==> config.mk <==
export PLATFORM = sky130hd
export DESIGN_NAME = bpk_pin_keeper
export DESIGN_NICKNAME = d
export VERILOG_FILES = /design/src/design/bpk_pkg.sv /design/src/design/bpk_keeper_cell.sv /design/src/design/bpk_pin_keeper.sv
export VERILOG_INCLUDE_DIRS = /design/src /design/src/design
export SDC_FILE = /design/constraint.sdc
export NUM_CORES = 1
export LEC_CHECK = 0
export BUFFER_PORTS_ARGS = -buffer_cell sky130_fd_sc_hd__buf_2
export CORE_MARGIN = 4
export CORE_UTILIZATION = 44
export CTS_CLUSTER_SIZE = 16
export DETAILED_ROUTE_END_ITERATION = 8
export HOLD_SLACK_MARGIN = 0.12
export PLACE_DENSITY = 0.9
export SLEW_MARGIN = 20
export SYNTH_ARGS = -nofsm -noshare
export SYNTH_HDL_FRONTEND = slang
export SYNTH_HIERARCHICAL = 1
export SYNTH_SLANG_ARGS = --single-unit
==> constraint.sdc <==
create_clock -name core_clk -period 1.8 [get_ports core_clk]
set_input_delay 0.09 -clock core_clk [delete_from_list [all_inputs] [get_ports core_clk]]
set_output_delay 0.09 -clock core_clk [all_outputs]
set_load 0.01 [all_outputs]
==> src/design/bpk_params.svh <==
// timing-free constants for the pin keeper block: widths, register bit positions and preset levels
`ifndef BPK_PARAMS_SVH
`define BPK_PARAMS_SVH
`define BPK_ADDR_W 16
`define BPK_DATA_W 16
`define BPK_GRANT_PD_BIT 13
`define BPK_BUS_MASTER_BIT 2
`define BPK_PRESET_SPACE_SEL 1'b1
`define BPK_PRESET_PERIPH_EN 1'b1
`define BPK_PRESET_BUS_STROBE 1'b1
`define BPK_PRESET_READ_STB 1'b1
`define BPK_PRESET_STORE_STB 1'b1
`define BPK_PRESET_DIR_LINE 1'b1
`define BPK_PRESET_TRANSFER_ACK 1'b0
`define BPK_PRESET_BUS_REQUEST 1'b1
`define BPK_PRESET_BUS_GRANT 1'b1
`define BPK_PRESET_BUS_BUSY 1'b1
`define BPK_PRESET_DEBUG_REQ 1'b1
`define BPK_CTRL_PRESET 11'h7ef
`endif

==> src/design/bpk_pkg.sv <==
// types shared by the pin keeper block
package bpk_pkg;
  typedef struct packed {
    logic spaceSel;
    logic periphEn;
    logic busStrobe;
    logic readStb;
    logic storeStb;
    logic dirLine;
    logic transferAck;
    logic busRequest;
    logic busGrant;
    logic busBusyLine;
    logic debugRequest;
  } bpk_ctrl_s;
  typedef enum logic [0:0] {
    BPK_PRESET = 1'b0,
    BPK_KEEP = 1'b1
  } bpk_phase_e;
endpackage : bpk_pkg

==> src/design/bpk_keeper_cell.sv <==
// one bank of per-pin keepers with optional reset preset
`timescale 1ns/1ps
module bpk_keeper_cell #(
  parameter int W = 1,
  parameter bit HAS_PRESET = 1'b0,
  parameter logic [W-1:0] PRESET = '0
) (
  // clock and reset
  input wire logic core_clk,
  input wire logic nrst,
  // core side
  input wire logic [W-1:0] drvOut,
  input wire logic [W-1:0] drvOe,
  input wire logic [W-1:0] forceHold,
  // pin side
  output logic [W-1:0] keepVal,
  output logic [W-1:0] padOut
);
  logic [W-1:0] keep_q;
  logic [W-1:0] keep_d;

  always_comb begin
    for (int i = 0; i < W; i++) begin
      // take the driven value only while enabled and past preset phase
      keep_d[i] = (drvOe[i] && !forceHold[i]) ? drvOut[i] : keep_q[i];
    end
  end

  // without a preset, the held value starts at zero here; pins treat it as undefined
  always_ff @(posedge core_clk or negedge nrst) begin
    if (!nrst) begin
      keep_q <= HAS_PRESET ? PRESET : '0;
    end else begin
      keep_q <= keep_d;
    end
  end

  assign keepVal = keep_q;
  // the strong driver while enabled and not force-held, the kept level weakly otherwise
  // per-pin select, so one enabled bit never drags the other pins along
  assign padOut = (drvOe & ~forceHold & drvOut) | (~(drvOe & ~forceHold) & keep_q);
endmodule : bpk_keeper_cell

==> src/design/bpk_pin_keeper.sv <==
// pin keepers with reset presets for the expansion port and debug request pin
`timescale 1ns/1ps
`include "bpk_params.svh"
// Overview of operation
// - hardware reset presets control pins high, transfer acknowledge low.
// - preset levels hold until the first external bus access completes.
// - afterwards each kept pin shows its last driven value, even when released.
// - address and data lines have keepers but no reset preset.
// - bus master mode with grant pull-down enable set pulls bus grant low.
// - clearing grant pull-down enable removes the pull-down, keeper takes over.
module bpk_pin_keeper #(
  parameter int ADDR_W = `BPK_ADDR_W,
  parameter int DATA_W = `BPK_DATA_W
) (
  // clock and reset
  input wire logic core_clk,
  input wire logic nrst,
  // mode and bus control register bits from the core
  input wire logic [15:0] operating_mode_reg,
  input wire logic [15:0] bus_control_reg,
  // external access completed strobe
  input wire logic extAccessDone,
  // core drive of control pins
  input wire bpk_pkg::bpk_ctrl_s ctrlOut,
  input wire bpk_pkg::bpk_ctrl_s ctrlOe,
  // core drive of address and data
  input wire logic [ADDR_W-1:0] addrOut,
  input wire logic addrOe,
  input wire logic [DATA_W-1:0] dataOut,
  input wire logic dataOe,
  // pin levels
  output bpk_pkg::bpk_ctrl_s ctrlPin,
  output logic [ADDR_W-1:0] addrPin,
  output logic [DATA_W-1:0] dataPin,
  // strong drive enables, low means only the keeper holds the pin; grant pull-down and keeper armed status
  output bpk_pkg::bpk_ctrl_s ctrlStrongOe,
  output logic grantPullLow,
  output logic keeperArmed
);
  import bpk_pkg::*;

  bpk_phase_e phase_q;
  bpk_phase_e phase_d;
  logic [10:0] ctrlHold;
  logic [10:0] ctrlPad;
  logic busMaster;
  logic grantPdEn;

  always_comb begin
    phase_d = phase_q;
    case (phase_q)
      BPK_PRESET: begin
        if (extAccessDone) begin
          phase_d = BPK_KEEP;
        end
      end
      BPK_KEEP: begin
        phase_d = BPK_KEEP;
      end
      default: begin
        phase_d = BPK_PRESET;
      end
    endcase
  end

  always_ff @(posedge core_clk or negedge nrst) begin
    if (!nrst) begin
      phase_q <= BPK_PRESET;
    end else begin
      phase_q <= phase_d;
    end
  end

  // before the first access the core cannot overwrite the presets
  assign ctrlHold = (phase_q == BPK_PRESET) ? 11'h7ff : 11'h000;

  // one keeper per control pin, each tied to its own reset level
  bpk_keeper_cell #(
    .HAS_PRESET(1'b1),
    .PRESET(`BPK_PRESET_SPACE_SEL)
  ) u_keep_space_sel (
    .core_clk(core_clk),
    .nrst(nrst),
    .drvOut(ctrlOut.spaceSel),
    .drvOe(ctrlOe.spaceSel),
    .forceHold(ctrlHold[10]),
    .keepVal(),
    .padOut(ctrlPad[10])
  );

  bpk_keeper_cell #(
    .HAS_PRESET(1'b1),
    .PRESET(`BPK_PRESET_PERIPH_EN)
  ) u_keep_periph_en (
    .core_clk(core_clk),
    .nrst(nrst),
    .drvOut(ctrlOut.periphEn),
    .drvOe(ctrlOe.periphEn),
    .forceHold(ctrlHold[9]),
    .keepVal(),
    .padOut(ctrlPad[9])
  );

  bpk_keeper_cell #(
    .HAS_PRESET(1'b1),
    .PRESET(`BPK_PRESET_BUS_STROBE)
  ) u_keep_bus_strobe (
    .core_clk(core_clk),
    .nrst(nrst),
    .drvOut(ctrlOut.busStrobe),
    .drvOe(ctrlOe.busStrobe),
    .forceHold(ctrlHold[8]),
    .keepVal(),
    .padOut(ctrlPad[8])
  );

  bpk_keeper_cell #(
    .HAS_PRESET(1'b1),
    .PRESET(`BPK_PRESET_READ_STB)
  ) u_keep_read_stb (
    .core_clk(core_clk),
    .nrst(nrst),
    .drvOut(ctrlOut.readStb),
    .drvOe(ctrlOe.readStb),
    .forceHold(ctrlHold[7]),
    .keepVal(),
    .padOut(ctrlPad[7])
  );

  bpk_keeper_cell #(
    .HAS_PRESET(1'b1),
    .PRESET(`BPK_PRESET_STORE_STB)
  ) u_keep_store_stb (
    .core_clk(core_clk),
    .nrst(nrst),
    .drvOut(ctrlOut.storeStb),
    .drvOe(ctrlOe.storeStb),
    .forceHold(ctrlHold[6]),
    .keepVal(),
    .padOut(ctrlPad[6])
  );

  bpk_keeper_cell #(
    .HAS_PRESET(1'b1),
    .PRESET(`BPK_PRESET_DIR_LINE)
  ) u_keep_dir_line (
    .core_clk(core_clk),
    .nrst(nrst),
    .drvOut(ctrlOut.dirLine),
    .drvOe(ctrlOe.dirLine),
    .forceHold(ctrlHold[5]),
    .keepVal(),
    .padOut(ctrlPad[5])
  );

  bpk_keeper_cell #(
    .HAS_PRESET(1'b1),
    .PRESET(`BPK_PRESET_TRANSFER_ACK)
  ) u_keep_transfer_ack (
    .core_clk(core_clk),
    .nrst(nrst),
    .drvOut(ctrlOut.transferAck),
    .drvOe(ctrlOe.transferAck),
    .forceHold(ctrlHold[4]),
    .keepVal(),
    .padOut(ctrlPad[4])
  );

  bpk_keeper_cell #(
    .HAS_PRESET(1'b1),
    .PRESET(`BPK_PRESET_BUS_REQUEST)
  ) u_keep_bus_request (
    .core_clk(core_clk),
    .nrst(nrst),
    .drvOut(ctrlOut.busRequest),
    .drvOe(ctrlOe.busRequest),
    .forceHold(ctrlHold[3]),
    .keepVal(),
    .padOut(ctrlPad[3])
  );

  bpk_keeper_cell #(
    .HAS_PRESET(1'b1),
    .PRESET(`BPK_PRESET_BUS_GRANT)
  ) u_keep_bus_grant (
    .core_clk(core_clk),
    .nrst(nrst),
    .drvOut(ctrlOut.busGrant),
    .drvOe(ctrlOe.busGrant),
    .forceHold(ctrlHold[2]),
    .keepVal(),
    .padOut(ctrlPad[2])
  );

  bpk_keeper_cell #(
    .HAS_PRESET(1'b1),
    .PRESET(`BPK_PRESET_BUS_BUSY)
  ) u_keep_bus_busy (
    .core_clk(core_clk),
    .nrst(nrst),
    .drvOut(ctrlOut.busBusyLine),
    .drvOe(ctrlOe.busBusyLine),
    .forceHold(ctrlHold[1]),
    .keepVal(),
    .padOut(ctrlPad[1])
  );

  bpk_keeper_cell #(
    .HAS_PRESET(1'b1),
    .PRESET(`BPK_PRESET_DEBUG_REQ)
  ) u_keep_debug_req (
    .core_clk(core_clk),
    .nrst(nrst),
    .drvOut(ctrlOut.debugRequest),
    .drvOe(ctrlOe.debugRequest),
    .forceHold(ctrlHold[0]),
    .keepVal(),
    .padOut(ctrlPad[0])
  );

  bpk_keeper_cell #(
    .W(ADDR_W)
  ) u_addr_keep (
    .core_clk(core_clk),
    .nrst(nrst),
    .drvOut(addrOut),
    .drvOe({ADDR_W{addrOe}}),
    .forceHold({ADDR_W{1'b0}}),
    .keepVal(),
    .padOut(addrPin)
  );

  bpk_keeper_cell #(
    .W(DATA_W)
  ) u_data_keep (
    .core_clk(core_clk),
    .nrst(nrst),
    .drvOut(dataOut),
    .drvOe({DATA_W{dataOe}}),
    .forceHold({DATA_W{1'b0}}),
    .keepVal(),
    .padOut(dataPin)
  );

  assign busMaster = operating_mode_reg[`BPK_BUS_MASTER_BIT];
  assign grantPdEn = bus_control_reg[`BPK_GRANT_PD_BIT];
  // pull-down only while both bits set; cleared bit returns pin to keeper
  assign grantPullLow = busMaster && grantPdEn;

  always_comb begin
    ctrlPin = ctrlPad;
    ctrlStrongOe = ctrlOe & ~ctrlHold;
    if (grantPullLow) begin
      ctrlPin.busGrant = 1'b0;
    end
  end

  assign keeperArmed = (phase_q == BPK_KEEP);
endmodule : bpk_pin_keeper

==> results.md <==
* Clk pin slew, worst setup/hold paths at 0.08 ns
* Combinational share of power at 31.3%
* Worst Max-Slew Pin Slew at 0.549 ns
* Clock buffer depth at 2
* DR iter-0 viols at 28
* Most common cell after layout, fill and taps aside: buf_2
* Power density over cell area at 680 nW/um^2
* CTS Root Cell: clkbuf_8
* Clock network fraction of total power at 23.7%
* CP endpoint kind: output port
* Via count of the first global-routing pass at 2,051
* Critical Path AT at 1.59 ns
* # DRC at 0
* Critical path cell sequence: clkinvlp_4 -> buf_4 -> nor2b_4 -> mux2_4 -> buf_2
* Maximum vdd drop at 427 uV
* Largest net degree at the start of global routing at 24
* Int Pwr at 1.93 mW
* Die Ht at 84.0 um
* Flops & latches, synth at 44
* Die area at 7060 sq um
* Worst min path class: in -> reg
* CTS Buf Count at 5
* WL final at 5830 um
* Worst r2r src: keeperArmed
* Worst Clk Skew at 0.00189 ns
* Max Clock Freq at 596 MHz
* First-pass GRT wire length at 9800 um
* Die width at 84.0 um
* Post_cts resized at 0
* Critical Path RT at 1.71 ns
* Worst path max stage delay at 0.39 ns
* Status: finished clean
* Gpl congestion at 0.792
* Yosys cell types at 12
* Synth Cell Area at 2540 sq um
* Part of the Yosys area used for sequential elements at 43.8%
* Reg2reg end: u_keep_transfer_ack/keepVal
* Hold depth at 3
* RSZ-0062 raised after global routing: false
* Initial core utilization at 45.9%
* Via-to-Cell Ratio at 4.26
* Worst skew pair latency at 0.28 ns
* Synth warnings at 6
* Max_slew headroom at 63.4%
* Diode count at 0
* DRT Pass-1 Iters at 4
* Setup Total Neg Slack at 0 ns
* P_sw at 0.676 mW
* Port bufs at 116
* Total grt overflow at 0
* Total number of H-tree levels at 2
* Switching portion of total power at 25.9%
* Final hold viol count at 0
* Final Setup Violations at 0
* WL/cell at 13.8 um
* CP max-delay cell: dfrtp_1
* Antenna Violating Nets Remaining at 0
* Avg Cell Area, Syn at 16.2 sq um
* R2R setup slack at 0.53 ns
* Sequential Power Share at 45.0%
* CTS Sinks at 44
* Final Power at 2.61 mW
* Vias at 1,801
* CP Max Fanout at 4
* Max Slew Vio Count at 0
* Mapped Cells at 157
* Tcrit/Tclk final at 93.2%
* HPWL after DPL at 4100 um
* Setup Crit Path Kind: reg -> out
* Core area at 5540 sq um
* Most frequent cells in the layout: 116 x buf_2, 45 x dlygate4sd3_1, 43 x nor2b_4, 43 x mux2_4, 34 x dfrtp_1
* Crit-path leading delay family: buffers and inverters
* Critical path startpoint category: flip-flop
* Crit path time final at 1.68 ns
* Buf+Inv Stages, Crit Path at 3
* Nets at 441
* Register-to-Register Path Depth at 4
* Hold path start: ctrlOe[0]
* Max-Cap Viols at 0
* Hold Path End: u_keep_debug_req/keepVal
* Leakage power at 2.02 nW
* Area growth from synthesis to layout at 50.9%
* # IOs at 147
* Num rows at 27
* CTS tree: yes
* Ratio of cells with drive above 1 in the final layout at 65.8%
* Total GRT Usage at 17.1%
* Initial antenna violation count at 0
-- cells by family (layout without fill, tap and decap cells) --
logic type | count (synthesis) | after routing | synth area share, %
AO/OA/AOI/OAI | 1 | 1 | 0.295
buffers and inverters | 12 | 175 | 3.54
AND/OR/NAND/NOR | 56 | 56 | 26.8
other | 1 | 32 | 0.147
flip-flops | 44 | 44 | 43.8
multiplexers | 43 | 43 | 25.4
-- per-stage QoR --
step	util (%)	hold slack [ns]	instances	area, sq um	worst slack (ns)
4_1_cts	69.3	0.190	423	3840	0.0832
3_3_place_gp	59.4	0.101	369	3290	0.348
6_report	69.3	0.205	423	3840	0.122
5_1_grt	69.3	0.187	423	3840	0.0196
2_1_floorplan	-	-0.206	188	2660	0.0953
3_5_place_dp	59.4	0.106	369	3290	0.331
-- Yosys cell counts (all sizes together) --
cell type	number	area, sq um
dfrtp	34	851
buf	11	86.3
and2	12	83.8
a21boi	1	7.51
nor2b	43	592
or2	1	6.26
mux2	43	646
inv	1	3.75
dfstp	10	263
conb	1	3.75
-- routing by layer --
metal  vias up  wire length (um)  share of wire (%)  track usage [%]
met1       860              2090                 36             17.8
met3         5               434                7.4             4.94
li1        860                 -                  -                -
met4         0                38               0.65             3.51
met5         -                 0                  0                0
met2        76              3260                 56             33.6
-- worst reg2reg max path, stage by stage, from the launching register on --
cell        delay [ns]
dfrtp_1           0.39
clkinvlp_4        0.15
buf_4             0.20
nor2b_4           0.11
mux2_4            0.30
-- repair_timing --
action,CTS,global route
hold endpoints to repair,64,0
buffers inserted,1,0
setup endpoints to repair,1,0
hold buffers,45,0
-- power by group through the flow --
stage	sequential [mW]	clock, mW	combinational [mW]
after global placement	1.18	0	0.718
final	1.18	0.617	0.817
after floorplan	1.18	0	0.495
after global routing	1.19	0.692	0.885
after detailed placement	1.19	0	0.741
after CTS	1.18	0.659	0.821
-- how the worst max path moves through the flow --
stage | endpoint | from | cells after the start | slack [ns]
2_1_floorplan | ctrlPin[2] | keeperArmed | 5 | 0.1
5_1_grt | ctrlPin[7] | keeperArmed | 5 | 0.02
3_3_place_gp | ctrlPin[4] | keeperArmed | 5 | 0.35
6_report | ctrlPin[7] | keeperArmed | 5 | 0.12
4_1_cts | ctrlPin[7] | keeperArmed | 5 | 0.08
3_5_place_dp | ctrlPin[7] | keeperArmed | 5 | 0.33
-- layout make-up --
class	instances	area, sq um
Fill cell	404	1700
Multi-Input combinational cell	132	1460
Sequential cell	44	1110
Timing Repair Buffer	166	1080
Clock buffer	8	90.1
Tap cell	72	90.1
Inverter	1	7.51
No activity file was read; power rests on OpenSTA's default activity.
